<file path="src/shared/cif_pkg.sv">
// constants and types shared by the cpu interrupt interface design
package cif_pkg;
  localparam int unsigned SLOTS  = 8;
  localparam int unsigned SLOT_W = 3;
  localparam int unsigned ID_W   = 10;
  localparam int unsigned PRIO_W = 8;
  localparam int unsigned DATA_W = 32;
  localparam int unsigned IDX_W  = 3;
  localparam int unsigned TGT_W  = 3;
  localparam int unsigned CTRL_W = 3;
  localparam int unsigned SYNC_W = 5;

  localparam logic [IDX_W-1:0] REG_PMR   = 3'h0;
  localparam logic [IDX_W-1:0] REG_CTRL  = 3'h1;
  localparam logic [IDX_W-1:0] REG_ACK   = 3'h2;
  localparam logic [IDX_W-1:0] REG_EOI   = 3'h3;
  localparam logic [IDX_W-1:0] REG_HPEND = 3'h4;
  localparam logic [IDX_W-1:0] REG_RUN   = 3'h5;

  localparam int unsigned CTRL_G0_EN  = 0;
  localparam int unsigned CTRL_G1_EN  = 1;
  localparam int unsigned CTRL_G1_FIQ = 2;

  localparam int unsigned SYNC_STRAP = 4;
  localparam int unsigned SYNC_VIRQ  = 3;
  localparam int unsigned SYNC_VFIQ  = 2;
  localparam int unsigned SYNC_PIRQ  = 1;
  localparam int unsigned SYNC_PFIQ  = 0;

  localparam logic [SYNC_W-1:0] SYNC_RST     = 5'h0f;
  localparam logic [PRIO_W-1:0] PMR_RST      = 8'h00;
  localparam logic [CTRL_W-1:0] CTRL_RST     = 3'h0;
  localparam logic [PRIO_W-1:0] PRIO_IDLE    = 8'hff;
  localparam logic [ID_W-1:0]   ID_SPURIOUS  = 10'h3ff;
  localparam logic [1:0]        STRAP_SETTLE = 2'h2;

  typedef enum logic [1:0] {
    CIF_SAMPLE,
    CIF_INTERNAL,
    CIF_BYPASS
  } cif_mode_t;
endpackage : cif_pkg

</file>
<file path="src/logic/cif_pick.sv">
// unified priority picker over the pending interrupt slots
`timescale 1ns/10ps
module cif_pick
  import cif_pkg::*;
(
  input  wire logic [SLOTS-1:0]  pend,
  input  wire logic [PRIO_W-1:0] prio [SLOTS],
  input  wire logic [SLOTS-1:0]  grp,
  input  wire logic [1:0]        grp_en,
  output logic                   hp_valid,
  output logic [SLOT_W-1:0]      hp_slot,
  output logic [PRIO_W-1:0]      hp_prio
);
  logic [SLOTS-1:0] elig;

  genvar g;
  generate
    for (g = 0; g < SLOTS; g++)
    begin : g_elig
      assign elig[g] = pend[g] & grp_en[grp[g]];
    end
  endgenerate

  // one comparison chain for both groups; ties go to the lower slot
  always_comb
  begin
    hp_valid = 1'b0;
    hp_slot  = '0;
    hp_prio  = PRIO_IDLE;
    for (int i = 0; i < SLOTS; i++)
    begin
      if (elig[i] && (!hp_valid || prio[i] < hp_prio))
      begin
        hp_valid = 1'b1;
        hp_slot  = SLOT_W'(i);
        hp_prio  = prio[i];
      end
    end
  end
endmodule : cif_pick

</file>
<file path="src/logic/cif_top.sv">
// per-core interrupt cpu interface with strap-selected bypass
//
// Behaviour
// - strap high at reset disables internal interface
// - bypass: virtual request pins drive core
// - register access while bypassed returns undefined
// - enabled: interface itself makes virtual requests
// - group 0 signalled on fast request only
// - group 1 on normal or fast request
// - own instance per core, shared distributor
// - registers mask, identify, control interrupt state
// - one priority scheme across both groups
// - each interrupt's group decides its signalling
`timescale 1ns/10ps
module cif_top
  import cif_pkg::*;
#(
  parameter logic [TGT_W-1:0] CORE_INDEX = 3'h0
)
(
  input  wire logic              ref_clk,
  input  wire logic              rst_n,
  input  wire logic              cpu_if_disable_strap,
  input  wire logic              virtual_irq_req_n,
  input  wire logic              virtual_fast_req_n,
  input  wire logic              physical_int_req_n,
  input  wire logic              physical_fast_req_n,
  input  wire logic              dist_valid,
  input  wire logic [TGT_W-1:0]  dist_target,
  input  wire logic [ID_W-1:0]   dist_id,
  input  wire logic [PRIO_W-1:0] dist_prio,
  input  wire logic              dist_grp,
  input  wire logic              sr_req,
  input  wire logic              sr_write,
  input  wire logic [IDX_W-1:0]  sr_idx,
  input  wire logic [DATA_W-1:0] sr_wdata,
  output logic                   sr_ack,
  output logic                   sr_undef,
  output logic [DATA_W-1:0]      sr_rdata,
  output logic                   core_virq_n,
  output logic                   core_vfiq_n,
  output logic                   core_pirq_n,
  output logic                   core_pfiq_n,
  output logic                   cpu_if_bypassed
);
  logic [SYNC_W-1:0] sync1_ff;
  logic [SYNC_W-1:0] sync2_ff;
  cif_mode_t         mode_ff;
  logic              byp_ff;
  logic [1:0]        settle_ff;
  logic [SLOTS-1:0]  pend_ff;
  logic [SLOTS-1:0]  grp_ff;
  logic [PRIO_W-1:0] prio_ff [SLOTS];
  logic [ID_W-1:0]   id_ff [SLOTS];
  logic [PRIO_W-1:0] pmr_ff;
  logic [CTRL_W-1:0] ctrl_ff;
  logic              act_ff;
  logic [ID_W-1:0]   act_id_ff;
  logic [PRIO_W-1:0] act_prio_ff;
  logic              virq_n_ff;
  logic              vfiq_n_ff;
  logic              pirq_n_ff;
  logic              pfiq_n_ff;
  logic              ack_ff;
  logic              undef_ff;
  logic [DATA_W-1:0] rdata_ff;

  wire logic              enabled;
  wire logic              bypass;
  wire logic              dist_hit;
  wire logic              sr_take;
  wire logic              ack_hit;
  wire logic              eoi_hit;
  wire logic              preempt;
  wire logic              hp_valid;
  wire logic [SLOT_W-1:0] hp_slot;
  wire logic [PRIO_W-1:0] hp_prio;
  wire logic              hp_grp;
  wire logic [ID_W-1:0]   hp_id;
  wire logic [PRIO_W-1:0] run_prio;
  wire logic [ID_W-1:0]   ack_id;
  wire logic [ID_W-1:0]   hpend_id;
  wire logic              want_fiq;
  wire logic              nxt_virq_n;
  wire logic              nxt_vfiq_n;
  wire logic [DATA_W-1:0] nxt_rdata;
  wire logic [SYNC_W-1:0] pins;
  wire logic [SLOTS-1:0]  beats;

  assign pins = {cpu_if_disable_strap, virtual_irq_req_n,
                 virtual_fast_req_n, physical_int_req_n,
                 physical_fast_req_n};

  // all pins come from outside the core clock
  always_ff @(posedge ref_clk or negedge rst_n)
  begin
    if (!rst_n)
    begin
      sync1_ff <= SYNC_RST;
      sync2_ff <= SYNC_RST;
    end
    else
    begin
      sync1_ff <= pins;
      sync2_ff <= sync1_ff;
    end
  end

  // wait for the synchroniser to fill before trusting the strap
  always_ff @(posedge ref_clk or negedge rst_n)
  begin
    if (!rst_n)
    begin
      mode_ff   <= CIF_SAMPLE;
      settle_ff <= 2'h0;
      byp_ff    <= 1'b0;
    end
    else
    begin
      unique case (mode_ff)
        CIF_SAMPLE:
        begin
          if (settle_ff == STRAP_SETTLE)
          begin
            mode_ff <= sync2_ff[SYNC_STRAP] ? CIF_BYPASS
                                            : CIF_INTERNAL;
            byp_ff  <= sync2_ff[SYNC_STRAP];
          end
          else
            settle_ff <= settle_ff + 2'h1;
        end
        CIF_INTERNAL: mode_ff <= CIF_INTERNAL;
        CIF_BYPASS:   mode_ff <= CIF_BYPASS;
        default:      mode_ff <= CIF_SAMPLE;
      endcase
    end
  end

  assign enabled  = (mode_ff == CIF_INTERNAL);
  assign bypass   = (mode_ff == CIF_BYPASS);
  assign dist_hit = dist_valid && enabled
                    && (dist_target == CORE_INDEX);
  assign sr_take  = sr_req && enabled;

  cif_pick u_pick (
    .pend     (pend_ff),
    .prio     (prio_ff),
    .grp      (grp_ff),
    .grp_en   ({ctrl_ff[CTRL_G1_EN], ctrl_ff[CTRL_G0_EN]}),
    .hp_valid (hp_valid),
    .hp_slot  (hp_slot),
    .hp_prio  (hp_prio)
  );

  assign hp_grp   = grp_ff[hp_slot];
  assign hp_id    = id_ff[hp_slot];
  // no nesting: a second interrupt waits for end of the active one
  assign preempt  = hp_valid && !act_ff && (hp_prio < pmr_ff);
  assign run_prio = act_ff ? act_prio_ff : PRIO_IDLE;
  assign ack_hit  = sr_take && !sr_write && (sr_idx == REG_ACK)
                    && preempt;
  assign eoi_hit  = sr_take && sr_write && (sr_idx == REG_EOI)
                    && act_ff && (sr_wdata[ID_W-1:0] == act_id_ff);
  assign ack_id   = ack_hit ? hp_id : ID_SPURIOUS;
  assign hpend_id = preempt ? hp_id : ID_SPURIOUS;

  // group 0 always fast; group 1 picks by control bit
  assign want_fiq   = !hp_grp || ctrl_ff[CTRL_G1_FIQ];
  // virtual pins are ignored when enabled, they are tied off outside
  assign nxt_virq_n = bypass  ? sync2_ff[SYNC_VIRQ]
                    : enabled ? !(preempt && !want_fiq)
                    : 1'b1;
  assign nxt_vfiq_n = bypass  ? sync2_ff[SYNC_VFIQ]
                    : enabled ? !(preempt && want_fiq)
                    : 1'b1;

  assign nxt_rdata =
      (sr_write || !sr_take)  ? '0
    : (sr_idx == REG_PMR)     ? DATA_W'(pmr_ff)
    : (sr_idx == REG_CTRL)    ? DATA_W'(ctrl_ff)
    : (sr_idx == REG_ACK)     ? DATA_W'(ack_id)
    : (sr_idx == REG_HPEND)   ? DATA_W'(hpend_id)
    : (sr_idx == REG_RUN)     ? DATA_W'(run_prio)
    : '0;

  genvar s;
  generate
    for (s = 0; s < SLOTS; s++)
    begin : g_slot
      wire logic set_s;
      wire logic clr_s;
      assign set_s = dist_hit && (dist_id[SLOT_W-1:0] == SLOT_W'(s));
      assign clr_s = ack_hit && (hp_slot == SLOT_W'(s));
      // checker helper: an eligible slot more urgent than the pick
      assign beats[s] = pend_ff[s]
                        && (grp_ff[s] ? ctrl_ff[CTRL_G1_EN]
                                      : ctrl_ff[CTRL_G0_EN])
                        && (prio_ff[s] < hp_prio);
      // a new arrival beats the acknowledge clear
      always_ff @(posedge ref_clk or negedge rst_n)
      begin
        if (!rst_n)
        begin
          pend_ff[s] <= 1'b0;
          grp_ff[s]  <= 1'b0;
          prio_ff[s] <= PRIO_IDLE;
          id_ff[s]   <= ID_SPURIOUS;
        end
        else if (set_s)
        begin
          pend_ff[s] <= 1'b1;
          grp_ff[s]  <= dist_grp;
          prio_ff[s] <= dist_prio;
          id_ff[s]   <= dist_id;
        end
        else if (clr_s)
          pend_ff[s] <= 1'b0;
      end
    end
  endgenerate

  always_ff @(posedge ref_clk or negedge rst_n)
  begin
    if (!rst_n)
    begin
      pmr_ff  <= PMR_RST;
      ctrl_ff <= CTRL_RST;
    end
    else if (sr_take && sr_write && sr_idx == REG_PMR)
      pmr_ff <= sr_wdata[PRIO_W-1:0];
    else if (sr_take && sr_write && sr_idx == REG_CTRL)
      ctrl_ff <= sr_wdata[CTRL_W-1:0];
  end

  always_ff @(posedge ref_clk or negedge rst_n)
  begin
    if (!rst_n)
    begin
      act_ff      <= 1'b0;
      act_id_ff   <= ID_SPURIOUS;
      act_prio_ff <= PRIO_IDLE;
    end
    else if (ack_hit)
    begin
      act_ff      <= 1'b1;
      act_id_ff   <= hp_id;
      act_prio_ff <= hp_prio;
    end
    else if (eoi_hit)
      act_ff <= 1'b0;
  end

  always_ff @(posedge ref_clk or negedge rst_n)
  begin
    if (!rst_n)
    begin
      virq_n_ff <= 1'b1;
      vfiq_n_ff <= 1'b1;
      pirq_n_ff <= 1'b1;
      pfiq_n_ff <= 1'b1;
      ack_ff    <= 1'b0;
      undef_ff  <= 1'b0;
      rdata_ff  <= '0;
    end
    else
    begin
      virq_n_ff <= nxt_virq_n;
      vfiq_n_ff <= nxt_vfiq_n;
      pirq_n_ff <= sync2_ff[SYNC_PIRQ];
      pfiq_n_ff <= sync2_ff[SYNC_PFIQ];
      ack_ff    <= sr_req;
      undef_ff  <= sr_req && !enabled;
      rdata_ff  <= nxt_rdata;
    end
  end

  assign sr_ack          = ack_ff;
  assign sr_undef        = undef_ff;
  assign sr_rdata        = rdata_ff;
  assign core_virq_n     = virq_n_ff;
  assign core_vfiq_n     = vfiq_n_ff;
  assign core_pirq_n     = pirq_n_ff;
  assign core_pfiq_n     = pfiq_n_ff;
  assign cpu_if_bypassed = byp_ff;
endmodule : cif_top

</file>
<file path="config.mk">
export PLATFORM = sky130hd
export DESIGN_NAME = cif_top
export DESIGN_NICKNAME = d
export VERILOG_FILES = /design/src/shared/cif_pkg.sv /design/src/logic/cif_pick.sv /design/src/logic/cif_top.sv
export SDC_FILE = /design/constraint.sdc
export NUM_CORES = 1
export LEC_CHECK = 0
export ABC_AREA = 0
export BUFFER_PORTS_ARGS = -buffer_cell sky130_fd_sc_hd__buf_4
export CORE_MARGIN = 2
export CORE_UTILIZATION = 62
export CTS_CLUSTER_DIAMETER = 60
export CTS_CLUSTER_SIZE = 30
export DETAILED_ROUTE_END_ITERATION = 16
export HOLD_SLACK_MARGIN = 0.02
export PLACE_DENSITY = 0.93
export SKIP_LAST_GASP = 1
export SLEW_MARGIN = 20
export SYNTH_ARGS = -nofsm -noshare
export SYNTH_HDL_FRONTEND = slang
export SYNTH_SLANG_ARGS = --single-unit
</file>
<file path="constraint.sdc">
create_clock -name ref_clk -period 33.2 [get_ports ref_clk]
set_input_delay 1.66 -clock ref_clk [delete_from_list [all_inputs] [get_ports ref_clk]]
set_output_delay 1.66 -clock ref_clk [all_outputs]
set_load 0.02 [all_outputs]
</file>
# After elaboration in Yosys (flattened, before gate mapping)
# Cells that the tools add are included.
# W data, S select, Z words.
[totals]
word_cells = 262
out_inout_bits = 39
inputBits = 67
reg_bits = 221
[classes]
n_bitwise = 11
order_cmp = 18
addsub = 1
mux = 78
reduce_logical = 81
eq_ne = 24
[ops]
columns = ["operator", "n"]
rows = [
  ["$mux W10", 9],
  ["$mux W8", 10],
  ["$lt A8 B8 Y1", 8],
  ["$mux W1", 48],
  ["$logic_and A1 B1 Y1", 40],
  ["$bmux W10 S3", 1],
  ["$eq A3 B3 Y1 const B", 10],
  ["$eq A3 B2 Y1 const B", 6],
  ["$reduce_bool A2 Y1", 9],
  ["$lt A1 B2 Y1 const B", 8],
  ["$logic_not A1 Y1", 15],
  ["$logic_not A3 Y1", 4],
  ["$mux W3", 4],
  ["$eq A10 B10 Y1", 1],
  ["$eq A3 B1 Y1 const B", 3],
  ["$logic_or A1 B1 Y1", 9],
  ["$and A1 B1 Y1", 8],
  ["$mux W2", 4],
  ["$pmux W2 S3", 1],
  ["$reduce_and A2 Y1", 3],
  ["$eq A2 B2 Y1 const B", 2],
  ["$ge A4 B4 Y1 const B", 1],
  ["$lt A3 B4 Y1 const B", 1],
  ["$not A3 Y4", 1],
  ["other kinds (6)", 7],
]

# Logic depth before layout (Yosys ltp)
[depth]
word_depth = 42
ltp_mapped = 93
ltp_nobuf = 86

# Hierarchy
# From an unflattened synthesis, not the netlist that was laid out.
[hier_totals]
cells_unflattened = 1063
area_unflattened_um2 = 12446.9
[by_module_without_submodules]
columns = ["module", "n_inst", "cells_each", "seq_area_each_um2", "area_per_inst_um2"]
rows = [
  ["cif_top", 1, 694, 5748.0, 9814.4],
  ["cif_pick", 1, 369, 0.0, 2632.5],
]

# Least setup slack after synthesis
# OpenSTA, ideal clock, no wires.
[synth_path]
path_type = "reg2reg"
from = "register ctrl_ff[1]"
to = "register act_prio_ff[7]"
period_less_slack_ns = 16.136
path_stages_with_launch = 87
slack_ns = 17.064
n_path_buf = 8
arrival_time_ns = 16.053
cell_sequence = "dfrtp_1 > buf_2 > mux2_2 > nand2_2 > nor2_1 > ha_1 > and4_1 > and2_1 > o32ai_1 > nand2_1 > a21oi_1 > inv_1 > ha_1 > a21oi_1 > o2111ai_1 > nor2_1 > o21ai_0 > o21ai_1 > [51 not listed] > a211oi_1 > o21bai_1 > or2_2 > nor4_1 > mux2i_2 > a21oi_1 > nor3_2 > clkbuf_1 > a21oi_1 > ha_1 > a21oi_1 > o21ai_0 > a2111oi_0 > and3_1 > o31ai_4 > a21oi_4 > buf_6 > mux2_4"
[synth_via]
elab_chain_len = 35
word_cells_on_any_way = 72
classes_between = "order compare: 8; mux: 32; bitwise: 8; reduce/logical: 24"
[synth_lines]
columns = ["item", "line", "source"]
rows = [
  ["start, declared", "cif_top.sv:56", "logic [CTRL_W-1:0] ctrl_ff;"],
  ["start signal, assigned", "cif_top.sv:232", "ctrl_ff <= sr_wdata[CTRL_W-1:0];"],
  ["$mux W1 (implied by the code) (2 in a row)", "cif_pick.sv:20", "assign elig[g] = pend[g] & grp_en[grp[g]];"],
  ["$and A1 B1 Y1", "cif_pick.sv:20", ""],
  ["$mux W8 or $mux W1 (tied branches)", "cif_pick.sv:32", "if (elig[i] && (!hp_valid || prio[i] < hp_prio))"],
  ["$lt A8 B8 Y1 or $logic_not A1 Y1 (tied branches)", "cif_pick.sv:32", ""],
  ["$logic_or A1 B1 Y1", "cif_pick.sv:32", ""],
  ["$logic_and A1 B1 Y1", "cif_pick.sv:32", ""],
  ["$mux W8 or $mux W1 (tied branches)", "cif_pick.sv:32", ""],
  ["$lt A8 B8 Y1 or $logic_not A1 Y1 (tied branches)", "cif_pick.sv:32", ""],
  ["[19 not listed]", "--", ""],
  ["$lt A8 B8 Y1 or $logic_not A1 Y1 (tied branches)", "cif_pick.sv:32", ""],
  ["$logic_or A1 B1 Y1", "cif_pick.sv:32", ""],
  ["$logic_and A1 B1 Y1", "cif_pick.sv:32", ""],
  ["$mux W8 (*)", "cif_pick.sv:32", ""],
  ["named net hp_prio[6]", "cif_top.sv:77", "wire logic [PRIO_W-1:0] hp_prio;"],
  ["$lt A8 B8 Y1 (*)", "cif_top.sv:158", "assign preempt = hp_valid && !act_ff && (hp_prio < pmr_ff);"],
  ["$logic_and A1 B1 Y1 (*)", "cif_top.sv:158", ""],
  ["$logic_and A1 B1 Y1 (*)", "cif_top.sv:161", "&& preempt;"],
  ["end signal, assigned", "cif_top.sv:247", "act_prio_ff <= hp_prio;"],
  ["end, declared", "cif_top.sv:59", "logic [PRIO_W-1:0] act_prio_ff;"],
]
# Mark *: on every way through the listed nets, which the timed path passes. The rest lies on a longest branch. The select of a mux whose other input is x is not followed.
# A chain may end at the register's enable or synchronous reset.

# Worst setup path after layout
[layout_path]
from = "register ctrl_ff[0]"
to = "register act_prio_ff[5]"
# The elaborated chain is that of the path after synthesis.

==> reports/qor.csv <==
stage;metric;value;unit
worst_setup_path;Worst Setup End Kind;flop;
floorplanning;die height;146;um
detailed_routing;Vias;9301;
worst_hold_path;Hold Path Sink;sync2_ff[0];
clock_tree;Post-CTS Resized;0;
sta;Clock Skew;0.0314;ns
worst_setup_path;worst r2r path cells;79;
clock_tree;clk sink count;221;
placement;placed instance area;13100;um2
grt;initial antenna violation count;0;
floorplanning;FP Rows;51;
power;PD cells;65.7;nW/um2
logic_synthesis;Post-synth top flop;dfstp_2;
sta;final setup fails;0;
clock_tree;Root Buffer;clkbuf_16;
sta;Max Clk Rate;0.0490;GHz
sta;Max Slew Vio Count;0;
sta;Setup TNS Final;0;ns
clock_tree;cts hold-fix bufs;0;
grt;first-pass GRT wire length;48200;um
logic_synthesis;synth warn;0;
worst_setup_path;delay of the slowest critical-path stage;0.82;ns
logic_synthesis;Mean Syn Cell Area;10.9;um2
grt;largest net degree at the start of global routing;76;
logic_synthesis;Post-synth EDFFs;0;
worst_setup_path;flop-to-flop setup slack;12.78;ns
worst_hold_path;min-delay src;sync1_ff[0];
logic_synthesis;Distinct cells, synth;88;
logic_synthesis;Yosys top cell area share;36.5;%
detailed_routing;DR DRC count;0;
cells_and_area;layout cells sized above 1;36.8;%
worst_setup_path;Setup CP Type;flop to flop;
detailed_routing;number of detailed-route iterations in the first pass;5;
sta;RSZ-0062 raised after global routing;false;
power;Max VDD drop;0.0437;mV
detailed_routing;wire per inst;20.3;um
sta;Hold Violations, Final;0;
sta;Final min period;20.42;ns
clock_tree;CTS tree;done;
cells_and_area;nets;1308;
sta;Least-Margin Pin Slew;1.02;ns
job;max_cap viols;0;
worst_setup_path;crit path max fanout;27;
cells_and_area;ANT cells;0;
grt;GR Overflow Total;0;
worst_setup_path;critical path data arrival time;20.82;ns
clock_tree;worst-case clock buffer depth;3;
worst_setup_path;Worst Path Required;33.60;ns
floorplanning;I/O pin count;106;
cells_and_area;commonest non-fill, non-tap cell in the layout;dfstp_2;
logic_synthesis;Async S/R FF share, synth;100;%
worst_setup_path;reg-to-reg startpoint;ctrl_ff[0];
worst_hold_path;worst hold stages;0;
placement;GPL Wtd Cong;0.929;
detailed_routing;Vias per Instance;6.33;
logic_synthesis;Seq cells post-synth;221;
power;Pleak;6.32;nW
logic_synthesis;cell count after synthesis;1153;
clock_tree;CTS clk-pin slew, worst paths;0.09;ns
detailed_routing;initial DRC count;961;
clock_tree;Clock Latency Late Sink;0.50;ns
logic_synthesis;Cell Area, Synth;12500;um2
clock_tree;H-tree levels;1;
logic_synthesis;area leader, netlist;dfstp_2;
grt;vias in the first global route;9366;
detailed_routing;Routed Wire Length;29800;um
worst_setup_path;reg-to-reg endpoint;act_prio_ff[5];
floorplanning;Die X;146;um
sta;final worst path period share;61.5;%
grt;Tot GR Track Use;27.8;%
placement;port buffer count;61;
floorplanning;die footprint;21300;um2
run_status;status;completed;
worst_hold_path;Hold WC Path Type;flop to flop;
sta;slew margin rel.;31.7;%
floorplanning;core footprint;19700;um2
floorplanning;initial core utilization;63.7;%
logic_synthesis;register area share after synthesis;45.9;%
placement;hpwl dp;20700;um
clock_tree;# Post-CTS Setup Buffers;0;
cells_and_area;most frequent cells in the layout;dfstp_2 (174), mux2_2 (135), nor2_1 (80), buf_4 (70), mux2i_1 (68);
worst_setup_path;Startpoint Class;flop;
logic_synthesis;top post-synthesis cells by area;dfstp_2 (37%), mux2_2 (12%), dfrtp_1 (9.4%);
cells_and_area;Final Cell Area;13600;um2
cells_and_area;P&R area growth vs syn;8.79;%
worst_setup_path;Crit-path slowest cell;a21oi_4;
detailed_routing;Final ANT Viol Nets;0;
clock_tree;TritonCTS Buffers;16;
flip-flops by register name (all words and copies together) (netlist names), 2 cells and up:
name	count
ctrl_ff	3
settle_ff	2
mode_ff	2
sync2_ff	5
sr_rdata	10
grp_ff	8
act_prio_ff	8
pend_ff	8
act_id_ff	10
pmr_ff	8
sync1_ff	5
id_ff	80
prio_ff	64
synthesized netlist by cell type, types with 4 or more instances:
library cell / count
a211oi_1: 7
a21o_1: 10
a21oi_1: 57
a311oi_1: 4
a31oi_1: 12
a32oi_1: 10
and2_1: 10
and3_1: 8
and4_1: 4
buf_2: 12
buf_4: 26
clkbuf_1: 23
dfrtp_1: 47
dfstp_2: 174
ha_1: 45
inv_1: 67
mux2_1: 7
mux2_2: 135
mux2i_1: 68
nand2_1: 67
nand2b_1: 16
nand3_1: 7
nand3b_1: 12
nand4_1: 13
nor2_1: 82
nor2b_1: 21
nor3_1: 12
nor4_1: 4
o211ai_1: 7
o21ai_0: 52
o21ai_1: 6
o22ai_1: 4
o32ai_1: 6
or2_2: 9
or3_1: 16
xnor2_1: 11
metal layers:
metal / track usage (%) / vias to the layer above / wire (um)
met3: 5.25 / 88 / 1990
met1: 36.2 / 4660 / 12300
met2: 46.5 / 371 / 14400
li1: - / 4182 / -
met5: 0 / - / 0
met4: 10.2 / 0 / 1090
cell type report:
| cell class | instances | area, um2 |
|---|---|---|
| inverters | 67 | 251 |
| repair buffers | 71 | 539 |
| well taps | 265 | 332 |
| clock buffers | 18 | 429 |
| fillers | 1325 | 6030 |
| flip-flops and latches | 221 | 5750 |
| clock inverters | 9 | 87.6 |
| multi-input cells | 819 | 6240 |
metrics by stage:
stage / hold WS, ns / util [%] / power [mW] / std cells / worst slack, ns
finish: 0.355 / 69.3 / 0.895 / 1470 / 12.78
global route: 0.358 / 69.3 / 0.940 / 1470 / 11.22
CTS: 0.358 / 69.3 / 0.891 / 1470 / 13.13
detailed placement: 0.346 / 66.7 / 0.688 / 1443 / 13.46
global placement: 0.338 / 66.7 / 0.669 / 1443 / 14.01
floorplan: 0.331 / - / 0.603 / 1174 / 17.06
cells by family (layout without fill, tap and decap cells):
| logic type | count (synthesis) | after routing | share of synthesized area, % |
|---|---|---|---|
| adder cells (fa/ha/maj) | 48 | 48 | 4.74 |
| buffers and inverters | 134 | 165 | 5.10 |
| XOR/XNOR | 14 | 14 | 0.979 |
| AND/OR/NAND/NOR | 295 | 295 | 12.1 |
| other | 1 | 22 | 0.0299 |
| flip-flops | 221 | 221 | 45.9 |
| AO/OA/AOI/OAI | 226 | 226 | 12.5 |
| multiplexers | 214 | 214 | 18.7 |
worst max path at each step:
| stage | depth (start not counted) | start | endpoint |
|---|---|---|---|
| finish | 79 | ctrl_ff[0] | act_prio_ff[5] |
| detailed placement | 78 | ctrl_ff[0] | act_prio_ff[2] |
| CTS | 78 | ctrl_ff[0] | act_prio_ff[5] |
| global route | 79 | ctrl_ff[0] | act_prio_ff[0] |
| global placement | 78 | ctrl_ff[1] | act_prio_ff[1] |
| floorplan | 86 | ctrl_ff[1] | act_prio_ff[7] |
critical path, delay by kind of cell (launching register included):
family,cells,cell delay [ns]
compound gates,36,9.65
mux,6,2.00
buf+inv,4,0.38
flops,1,0.52
simple gates,25,5.25
fa+ha+maj,8,2.48
power breakdown:
part | internal [mW] | switching, mW | leakage (nW)
clock network | 0.103 | 0.0957 | 0.243
logic | 0.135 | 0.213 | 3.67
registers | 0.321 | 0.0273 | 2.40
Note: power is estimated with default switching activity, not from simulation.
